--- config.mk ---
export PLATFORM = sky130hd
export DESIGN_NAME = uart_rx_recovery
export DESIGN_NICKNAME = d
export VERILOG_FILES = /design/src/uart_rx_pkg.sv /design/src/rx_sync.sv /design/src/rx_sample_tick.sv /design/src/uart_rx_recovery.sv
export SDC_FILE = /design/constraint.sdc
export NUM_CORES = 1
export LEC_CHECK = 0
export BUFFER_PORTS_ARGS = -buffer_cell sky130_fd_sc_hd__buf_2
export CORE_MARGIN = 10
export CORE_UTILIZATION = 45
export DETAILED_ROUTE_END_ITERATION = 8
export PLACE_DENSITY_LB_ADDON = 0.08
export REMOVE_ABC_BUFFERS = 1
export SKIP_LAST_GASP = 1
export SYNTH_ARGS = -nofsm -noshare
export SYNTH_HDL_FRONTEND = slang
export SYNTH_SLANG_ARGS = --single-unit
export TNS_END_PERCENT = 1
--- constraint.sdc ---
create_clock -name clk -period 6.3 [get_ports clk]
set_input_delay 0.63 -clock clk [delete_from_list [all_inputs] [get_ports clk]]
set_output_delay 0.63 -clock clk [all_outputs]
set_load 0.02 [all_outputs]
--- src/uart_rx_pkg.sv ---
// Purpose: shared types and constants of the asynchronous receive front end
// Assumes: one system clock; sample ticks come from the divisor counter
// Notes: frame and configuration travel as packed structs
package uart_rx_pkg;

  // ----------------------------------------------------------------------
  // oversampling and voting positions
  // ----------------------------------------------------------------------
  localparam logic [4:0] SAMPLES_NORMAL = 5'h10; // 16 samples per bit
  localparam logic [4:0] SAMPLES_DOUBLE = 5'h08; // 8 samples per bit
  localparam logic [4:0] FIRST_VOTE_NORMAL = 5'h08; // samples 8, 9, 10
  localparam logic [4:0] FIRST_VOTE_DOUBLE = 5'h04; // samples 4, 5, 6
  localparam logic [4:0] FIRST_SAMPLE = 5'h01; // first low sample

  // ----------------------------------------------------------------------
  // frame format limits and reset values
  // ----------------------------------------------------------------------
  localparam logic [3:0] DATA_BITS_MAX = 4'h9;
  localparam int DATA_W = 9;
  localparam logic [11:0] DIVISOR_RESET = 12'h000;
  localparam logic LINE_IDLE = 1'b1;

  // ----------------------------------------------------------------------
  // types
  // ----------------------------------------------------------------------
  typedef enum logic [2:0] {
    ST_IDLE = 3'b001,
    ST_START = 3'b010,
    ST_BITS = 3'b100
  } rx_state_t;

  typedef struct packed {
    logic double_speed_select;
    logic [3:0] data_bits; // 5 to 9
    logic parity_enable;
    logic address_filter_enable;
  } rx_cfg_t;

  typedef struct packed {
    logic [DATA_W-1:0] data; // ninth bit in data[8]
    logic ninth_received_bit;
    logic parity_bit;
    logic stop_bit_error_flag;
    logic address_frame;
  } rx_frame_t;

  // two-of-three vote
  function automatic logic maj3(input logic a, input logic b, input logic c);
    maj3 = (a & b) | (a & c) | (b & c);
  endfunction : maj3

endpackage : uart_rx_pkg

--- src/rx_sync.sv ---
// Purpose: two-stage synchroniser for the serial input
// Assumes: line idles high
// Notes: first stage feeds only the second stage
`timescale 1ns/10ps
`default_nettype none
module rx_sync
  import uart_rx_pkg::*;
(
  input wire logic clk,
  input wire logic arst_n,
  input wire logic serial_in_pin,
  output logic serial_sync
);

  logic meta;
  logic next_meta;
  logic next_sync;

  // ----------------------------------------------------------------------
  // two flops into the clock domain
  // ----------------------------------------------------------------------
  always_comb begin
    next_meta = serial_in_pin;
    next_sync = meta;
  end

  always_ff @(posedge clk or negedge arst_n) begin
    if (!arst_n) begin
      meta <= LINE_IDLE;
      serial_sync <= LINE_IDLE;
    end else begin
      meta <= next_meta;
      serial_sync <= next_sync;
    end
  end
endmodule : rx_sync
`default_nettype wire

--- src/rx_sample_tick.sv ---
// Purpose: sample tick generator from the baud divisor
// Assumes: tick rate is clk / (baud_divisor + 1)
// Notes: tick is one clock wide
`timescale 1ns/10ps
`default_nettype none
module rx_sample_tick
  import uart_rx_pkg::*;
#(
  parameter int DIV_W = 12
) (
  input wire logic clk,
  input wire logic arst_n,
  input wire logic [DIV_W-1:0] baud_divisor,
  output logic sample_tick
);

  logic [DIV_W-1:0] count;
  logic [DIV_W-1:0] next_count;

  // ----------------------------------------------------------------------
  // down counter, reload on zero
  // ----------------------------------------------------------------------
  always_comb begin
    if (count == '0) begin
      next_count = baud_divisor;
    end else begin
      next_count = count - {{(DIV_W-1){1'b0}}, 1'b1};
    end
  end

  always_ff @(posedge clk or negedge arst_n) begin
    if (!arst_n) begin
      count <= DIV_W'(DIVISOR_RESET);
    end else begin
      count <= next_count;
    end
  end

  assign sample_tick = (count == '0);

endmodule : rx_sample_tick
`default_nettype wire

--- src/uart_rx_recovery.sv ---
// Purpose: clock and data recovery of the asynchronous receiver
// Assumes: remote transmitter idles high, LSB first, one start bit
// Notes: frame_valid pulses once per accepted frame; dropped frames none
`timescale 1ns/10ps
`default_nettype none
module uart_rx_recovery
  import uart_rx_pkg::*;
#(
  parameter int DIV_W = 12
) (
  input wire logic clk,
  input wire logic arst_n,
  input wire logic serial_in_pin,
  input wire logic [DIV_W-1:0] baud_divisor,
  input wire rx_cfg_t cfg,
  output rx_frame_t frame,
  output logic frame_valid,
  output logic rx_busy
);

  // ----------------------------------------------------------------------
  // line synchroniser and sample tick
  // ----------------------------------------------------------------------
  logic rx;
  logic tick;

  rx_sync u_sync (
    .clk(clk),
    .arst_n(arst_n),
    .serial_in_pin(serial_in_pin),
    .serial_sync(rx)
  );

  rx_sample_tick #(.DIV_W(DIV_W)) u_tick (
    .clk(clk),
    .arst_n(arst_n),
    .baud_divisor(baud_divisor),
    .sample_tick(tick)
  );

  // ----------------------------------------------------------------------
  // recovery state
  // ----------------------------------------------------------------------
  rx_state_t state;
  rx_state_t next_state;
  logic [4:0] cnt;
  logic [4:0] next_cnt;
  logic rx_prev;
  logic next_rx_prev;
  logic [1:0] votes;
  logic [1:0] next_votes;
  logic [3:0] bit_idx;
  logic [3:0] next_bit_idx;
  logic [DATA_W-1:0] shift;
  logic [DATA_W-1:0] next_shift;
  logic par;
  logic next_par;
  rx_frame_t next_frame;
  logic next_frame_valid;

  logic [4:0] spb;
  logic [4:0] first_vote;
  logic [4:0] last_vote;
  logic [4:0] num;
  logic [3:0] nbits;
  logic vote_bit;
  logic at_last_vote;
  logic start_reject;
  logic frame_done;
  logic frame_type;

  // mode selection and vote window
  always_comb begin
    if (cfg.double_speed_select) begin
      spb = SAMPLES_DOUBLE;
      first_vote = FIRST_VOTE_DOUBLE;
    end else begin
      spb = SAMPLES_NORMAL;
      first_vote = FIRST_VOTE_NORMAL;
    end
    last_vote = first_vote + 5'h02;
    nbits = cfg.data_bits + {3'h0, cfg.parity_enable};
  end

  // sample number of the current tick, wraps each bit period
  always_comb begin
    if (cnt >= spb) begin
      num = FIRST_SAMPLE;
    end else begin
      num = cnt + 5'h01;
    end
    vote_bit = maj3(votes[1], votes[0], rx);
    at_last_vote = tick && (num == last_vote);
    start_reject = (state == ST_START) && at_last_vote && vote_bit;
    frame_done = (state == ST_BITS) && at_last_vote && (bit_idx == nbits);
  end

  // frame type from ninth bit or first stop bit
  always_comb begin
    if (cfg.data_bits == DATA_BITS_MAX) begin
      frame_type = shift[DATA_W-1];
    end else begin
      frame_type = vote_bit;
    end
  end

  // next state of the recovery machine
  always_comb begin
    next_state = state;
    next_cnt = cnt;
    next_rx_prev = rx_prev;
    next_votes = votes;
    next_bit_idx = bit_idx;
    next_shift = shift;
    next_par = par;
    next_frame = frame;
    next_frame_valid = 1'b0;
    if (tick) begin
      next_rx_prev = rx;
      case (state)
        ST_IDLE: begin
          if (rx_prev && !rx) begin
            next_state = ST_START;
            next_cnt = FIRST_SAMPLE;
          end
        end
        ST_START: begin
          next_cnt = num;
          if (num >= first_vote && num < last_vote) begin
            next_votes = {votes[0], rx};
          end
          if (num == last_vote) begin
            if (vote_bit) begin
              next_state = ST_IDLE;
            end else begin
              next_state = ST_BITS;
              next_bit_idx = 4'h0;
              next_shift = '0;
            end
          end
        end
        ST_BITS: begin
          next_cnt = num;
          if (num >= first_vote && num < last_vote) begin
            next_votes = {votes[0], rx};
          end
          if (num == last_vote) begin
            next_bit_idx = bit_idx + 4'h1;
            if (bit_idx < cfg.data_bits && bit_idx < DATA_BITS_MAX) begin
              next_shift[bit_idx] = vote_bit;
            end else if (bit_idx < nbits) begin
              next_par = vote_bit;
            end
            if (bit_idx == nbits) begin
              // stop bit: end of frame, back to edge search at once
              next_state = ST_IDLE;
              next_frame.data = shift;
              next_frame.ninth_received_bit = shift[DATA_W-1];
              next_frame.parity_bit = par;
              next_frame.stop_bit_error_flag = !vote_bit;
              next_frame.address_frame = frame_type;
              // filter gates only the receive hand-off
              next_frame_valid = !cfg.address_filter_enable
                || frame_type;
            end
          end
        end
        default: begin
          next_state = ST_IDLE;
        end
      endcase
    end
  end

  // registers of the recovery machine
  always_ff @(posedge clk or negedge arst_n) begin
    if (!arst_n) begin
      state <= ST_IDLE;
      cnt <= FIRST_SAMPLE;
      rx_prev <= LINE_IDLE;
      votes <= 2'h0;
      bit_idx <= 4'h0;
      shift <= '0;
      par <= 1'b0;
      frame <= '0;
      frame_valid <= 1'b0;
    end else begin
      state <= next_state;
      cnt <= next_cnt;
      rx_prev <= next_rx_prev;
      votes <= next_votes;
      bit_idx <= next_bit_idx;
      shift <= next_shift;
      par <= next_par;
      frame <= next_frame;
      frame_valid <= next_frame_valid;
    end
  end

  assign rx_busy = (state != ST_IDLE);

  // ----------------------------------------------------------------------
  // checks
  // ----------------------------------------------------------------------
  logic prev_start;
  logic [4:0] prev_num;
  always_ff @(posedge clk or negedge arst_n) begin
    if (!arst_n) begin
      prev_start <= 1'b0;
      prev_num <= FIRST_SAMPLE;
    end else begin
      prev_start <= (state == ST_START);
      prev_num <= num;
    end
  end
endmodule : uart_rx_recovery
`default_nettype wire

Yosys cells after proc, flatten, opt, wreduce, memory -nomap -nowiden
Cells that the tools add are included.
- add/subtract/negate cells: 5
- magnitude comparators: 8
- eq/ne operators: 13
- muxes and demuxes: 29
- bitwise gates (word level): 6
- reduce and logical (&&, ||, !) cells: 19
- operators by type and width (kind ; number):
    two-way mux 9 bit ; 4
    one-hot mux 9 bit (2 select lines) ; 1
    two-way mux 4 bit ; 4
    two-way mux 3 bit ; 5
    two-way mux 5 bit ; 3
    AND reduction 5 bit ; 3
    logical NOT 12 bit ; 1
    two-way mux 12 bit ; 1
    subtractor 12 x 1 -> 12 bit, second input constant ; 1
    greater-or-equal comparator 5 bit ; 2
    one-hot mux 5 bit (2 select lines) ; 1
    bitwise mux 9 bit ; 1
    one-hot mux 3 bit (3 select lines) ; 1
    < comparator 4 bit ; 2
    inequality test 2 bit, second input constant ; 4
    one-hot mux 4 bit (2 select lines) ; 1
    two-way mux 1 bit ; 6
    AND reduction 3 bit ; 2
    AND reduction 6 bit ; 1
    adder 5 x 1 -> 5 bit, second input constant ; 1
    adder 5 x 2 -> 5 bit, second input constant ; 1
    equality test 5 bit ; 1
    < comparator 4 x 5 -> 1 bit, second input constant ; 1
    < comparator 5 bit ; 1
    21 further kinds ; 31
- flip-flop bits (word level): 53
- input bits: 22
- logic and storage cells: 96

Logic depth before layout (Yosys ltp)
- word-level depth: 9
- mapped depth: 14
- mapped depth without buffers: 12

Cells and area by module
From an unflattened synthesis, not the netlist that was laid out.
- cell total of the unflattened synthesis: 291
- area, all modules: 3093.0 µm²
- modules (own cells, without submodules) (module ; times used ; cells each ; area an instance (µm²)):
    uart_rx_recovery ; 1 ; 217 ; 2358.5
    rx_sample_tick ; 1 ; 72 ; 681.9
    rx_sync ; 1 ; 2 ; 52.6

Least setup slack after synthesis
OpenSTA, ideal clock, no wires.
- path type: input-to-reg
- start point: input cfg[6] in the netlist's numbering
- end point: register frame[10] in the netlist's numbering
- setup time: 0.125 ns
- arrival time: 2.893 ns
- slack: 3.282 ns
- stages: 12
- buffers on the path: 2
- cell sequence: ha_1 and4b_1 a211o_1 buf_4 nand2b_1 inv_1 ha_1 nand4_1 nor3_2 nand4_4 buf_6 mux2_4
- longest elaborated chain between the ends: 5
- ends and longest elaborated chain (item ; line ; source):
    start, declared ; uart_rx_recovery.sv:15 ; input wire rx_cfg_t cfg,
    two-way mux 5 bit ; uart_rx_recovery.sv:74 ; if (cfg.double_speed_select) begin
    greater-or-equal comparator 5 bit ; uart_rx_recovery.sv:87 ; if (cnt >= spb) begin
    two-way mux 5 bit ; uart_rx_recovery.sv:87 ;
    equality test 5 bit * ; uart_rx_recovery.sv:147 ; if (num == last_vote) begin
    AND reduction 4 bit (no line) * ; -- ;
    end signal, assigned ; uart_rx_recovery.sv:195 ; frame <= next_frame;
    end, declared ; uart_rx_recovery.sv:16 ; output rx_frame_t frame,
Every way passes the cells marked *; elsewhere a longest branch is shown, timed or not.
A chain may end at the register's enable or synchronous reset.

Final worst setup path
- start point: register cnt[0]
- end point: register shift[2]
- longest elaborated chain between the ends: 5
- ends and longest elaborated chain (item ; line ; source):
    start, declared ; uart_rx_recovery.sv:46 ; logic [4:0] cnt;
    start signal, assigned ; uart_rx_recovery.sv:189 ; cnt <= next_cnt;
    adder 5 x 1 -> 5 bit / greater-or-equal comparator 5 bit (equally long branches) ; uart_rx_recovery.sv:90, uart_rx_recovery.sv:87 ;
    two-way mux 5 bit * ; uart_rx_recovery.sv:87 ;
    equality test 5 bit * ; uart_rx_recovery.sv:132, uart_rx_recovery.sv:147 ;
    inequality test 2 bit (no line) ; -- ;
    AND reduction 6 bit (no line) * ; -- ;
    end signal, assigned ; uart_rx_recovery.sv:193 ; shift <= next_shift;
    end, declared ; uart_rx_recovery.sv:54 ; logic [DATA_W-1:0] shift;
Marks and branches as above.

==> flow_summary_export.csv <==
group,metric,value,unit
outcome,outcome,"finished, final reports clean",
die,die_y,102,µm
timing,setup_viol,0,
clocking,cts_tree,"yes",
die,rows,29,
critical_path,path_max_fanout,14,
yosys,synthArstFlopShare,100,%
placement,gp_congestion,0.793,
clocking,numCtsBuffers,5,
layout,antenna_cells,0,
timing,finalClockSkew,0.0148,ns
yosys,syn_area_per_cell,10.1,µm²
critical_path,path_cells,"inv_1 -> ha_1 -> and4b_1 -> a211o_1 -> nand2b_1 -> inv_1 -> ha_1 -> nand4_1 -> nor4_4 -> o2111ai_2 -> nor2_2 -> a22o_1",
yosys,yosys_register_bits,52,
timing,timing.final.crit_period,3.44,ns
die,die_w,102,µm
yosys,synthCells,302,
global_routing,grtUsageMet1,17.3,%
routing,vias_per_cell,5.39,
power_and_ir_drop,switching_power,207,µW
yosys,synth-edff-count,0,
job,maxCapViolations,0,
clocking,hold_buffers,0,
timing,drv_slew,0,
layout,area_growth,10.6,%
yosys,netlist.area_leader.share,38.6,%
power_and_ir_drop,leakage,0.00164,µW
routing,drt_iter0_drc,95,
power_and_ir_drop,power.internal,491,µW
yosys,synthTopCellsByArea,"dfrtp_1, ha_1, nand2_1, dfstp_2, o21ai_0",
timing,relSlewSlack,18.8,%
power_and_ir_drop,powerDensity,207,nW/µm²
power_and_ir_drop,combPwrFrac,13.8,%
die,boundaryPins,37,
routing,dr.pass1.iters,4,
critical_path,critical_path.top_delay_family,"simple AND/OR/NAND/NOR gates",
routing,drt.antenna.violating_nets,0,
yosys,synth_area,3050,µm²
placement,portBuffers,36,
timing,max_freq,0.291,GHz
clocking,cts-resized-gates,0,
clocking,cts_max_level,2,
placement,place_area,3280,µm²
global_routing,grtUsageTotal,12.6,%
layout,multi_input_area,1630,µm²
global_routing,met3_usage,2.43,%
critical_path,critical_path_class,"reg -> reg",
global_routing,grt_max_degree,53,
layout,stdcell_count,416,
layout,num-fill-cells,609,
timing,rsz0062_at_grt,"false",
clocking,clock_path_buffers,2,
yosys,yosysWarningCount,0,
die,die_area,10500,µm²
routing,drc_errors,0,
critical_path,cp.required,6.55,ns
critical_path,crit_path_end_kind,"flop",
layout,drive_above_1_share,22.7,%
power_and_ir_drop,clkPwrFrac,27.8,%
routing,num_vias,2241,
power_and_ir_drop,switching_share,29.7,%
timing,finalHoldViolations,0,
global_routing,grt_pass1_wl,10900,µm
critical_path,start_kind,"flop",
power_and_ir_drop,seq_power_share,58.4,%
timing,holdWs,0.363,ns
routing,wirelength,6230,µm
global_routing,antenna_found_initial,0,
critical_path,cp_num_buf_inv,2,
power_and_ir_drop,ir_drop,0.0000935,V
clocking,clkLatencyLatePin,0.31,ns
layout,fin_nets,382,
global_routing,gr-total-overflow,0,
global_routing,use_met2,19.8,%
layout,final_util,52.2,%
clocking,numClockSinks,52,
yosys,yosys.area.top_type,"dfrtp_1",
clocking,post_cts_buffers,0,
critical_path,cpPeakStageDelay,0.64,ns
critical_path,slowest_stage,"nor4_4",
layout,final_cell_mix,"dfrtp_1, nand2_1, buf_2",
global_routing,grt_pass1_vias,2240,
layout,layout_commonest_cell,"dfrtp_1",
timing,tightest_slew,1.21,ns
timing,period_share,54.6,%
yosys,synthFlopType,"dfrtp_1",
yosys,synth.distinct_cells,55,
die,fp.coreArea,6460,µm²
layout,regArea,1310,µm²
clocking,cts-root-buf,"clkbuf_8",
layout,final_cell_area,3370,µm²
placement,dp.cells,408,
global_routing,busiest_layer,"met2",
timing,tns,0,ns
clocking,clkTransAtPathRegs,0.10,ns
worst_hold_path,worst_hold_path_type,"reg -> reg",
routing,avgRoutedWirePerCell,15.0,µm
yosys,synth_seq_area_share,42.9,%
critical_path,worstPathArrival,3.69,ns
placement,place_hpwl,4660,µm
die,start_util,47.2,%
[worst reg2reg max path, stage by stage (launching register included)]
cell,delay (ns)
dfstp_2,0.57
inv_1,0.07
ha_1,0.19
and4b_1,0.18
a211o_1,0.36
nand2b_1,0.23
inv_1,0.07
ha_1,0.15
nand4_1,0.17
nor4_4,0.64
o2111ai_2,0.34
nor2_2,0.26
a22o_1,0.16
[stage by stage]
stage | worst slack [ns] | total power (µW)
finish | 2.86 | 698
global route | 2.50 | 744
CTS | 2.86 | 707
detailed placement | 2.58 | 512
global placement | 2.68 | 509
floorplan | 3.18 | 477
[synthesized netlist by cell type, drive strengths merged, types with 2 or more instances]
cell type  count
inv           17
nor3           6
nor4           4
nand4          5
clkbuf         3
nor2          27
nand2         42
dfstp          5
ha            22
a21oi         10
nand2b         6
nand3         14
xnor2          7
dfrtp         47
buf            5
a22o           9
or2            2
nor2b          3
o2111ai        2
o21ai         20
xor2           3
o31ai          2
nand3b         3
o211ai         2
o41ai          4
mux2          14
[worst paths after layout]
path | startpoint | end | slack, ns | depth (start not counted)
max reg2reg | cnt[0]$_DFFE_PN1P_ | shift[2]$_DFFE_PN0P_ | 2.86 | 12
min in group asynchronous | arst_n | frame[6]$_DFFE_PN0P_ | 0.42 | 2
min | u_sync.meta$_DFF_PN1_ | u_sync.serial_sync$_DFF_PN1_ | 0.36 | 0
max in group asynchronous | arst_n | cnt[4]$_DFFE_PN0P_ | 5.44 | 2
max | cnt[0]$_DFFE_PN1P_ | shift[2]$_DFFE_PN0P_ | 2.86 | 12
min reg2reg | u_sync.meta$_DFF_PN1_ | u_sync.serial_sync$_DFF_PN1_ | 0.36 | 0
[cells by family after synthesis]
group	share of synthesized area, %
compound gates	13.2
mux	6.24
buf+inv	3.74
xor+xnor	2.87
flops	42.9
simple gates	21.6
fa+ha+maj	9.36
[power groups by stage]
| stage | logic [µW] | registers, µW | clock network [µW] |
|---|---|---|---|
| 2_1_floorplan | 71.9 | 406 | 0 |
| 3_3_place_gp | 95.5 | 413 | 0 |
| 3_5_place_dp | 97.5 | 414 | 0 |
| 4_1_cts | 98.3 | 407 | 201 |
| 5_1_grt | 112 | 413 | 219 |
| 6_report | 96.4 | 407 | 194 |
[cell type report]
cell class	instances	share of cell area, %
repair buffers	37	5.57
flip-flops and latches	52	38.8
inverters	17	1.89
clock inverters	2	0.483
clock buffers	6	2.15
well taps	77	2.86
multi-input cells	225	48.2
[sequential cells by signal (all words and copies together), names as in the netlist, 2 cells and up]
name	flops
u_tick.count	12
shift	9
state	3
cnt	5
votes	2
bit_idx	4
frame	12
[per-layer routing]
metal | wire length, µm | vias up
met5 | 0 | -
met2 | 2860 | 30
met1 | 3080 | 1059
li1 | - | 1145
met4 | 53 | 0
met3 | 238 | 7
Note: power is estimated with default switching activity, not from simulation.
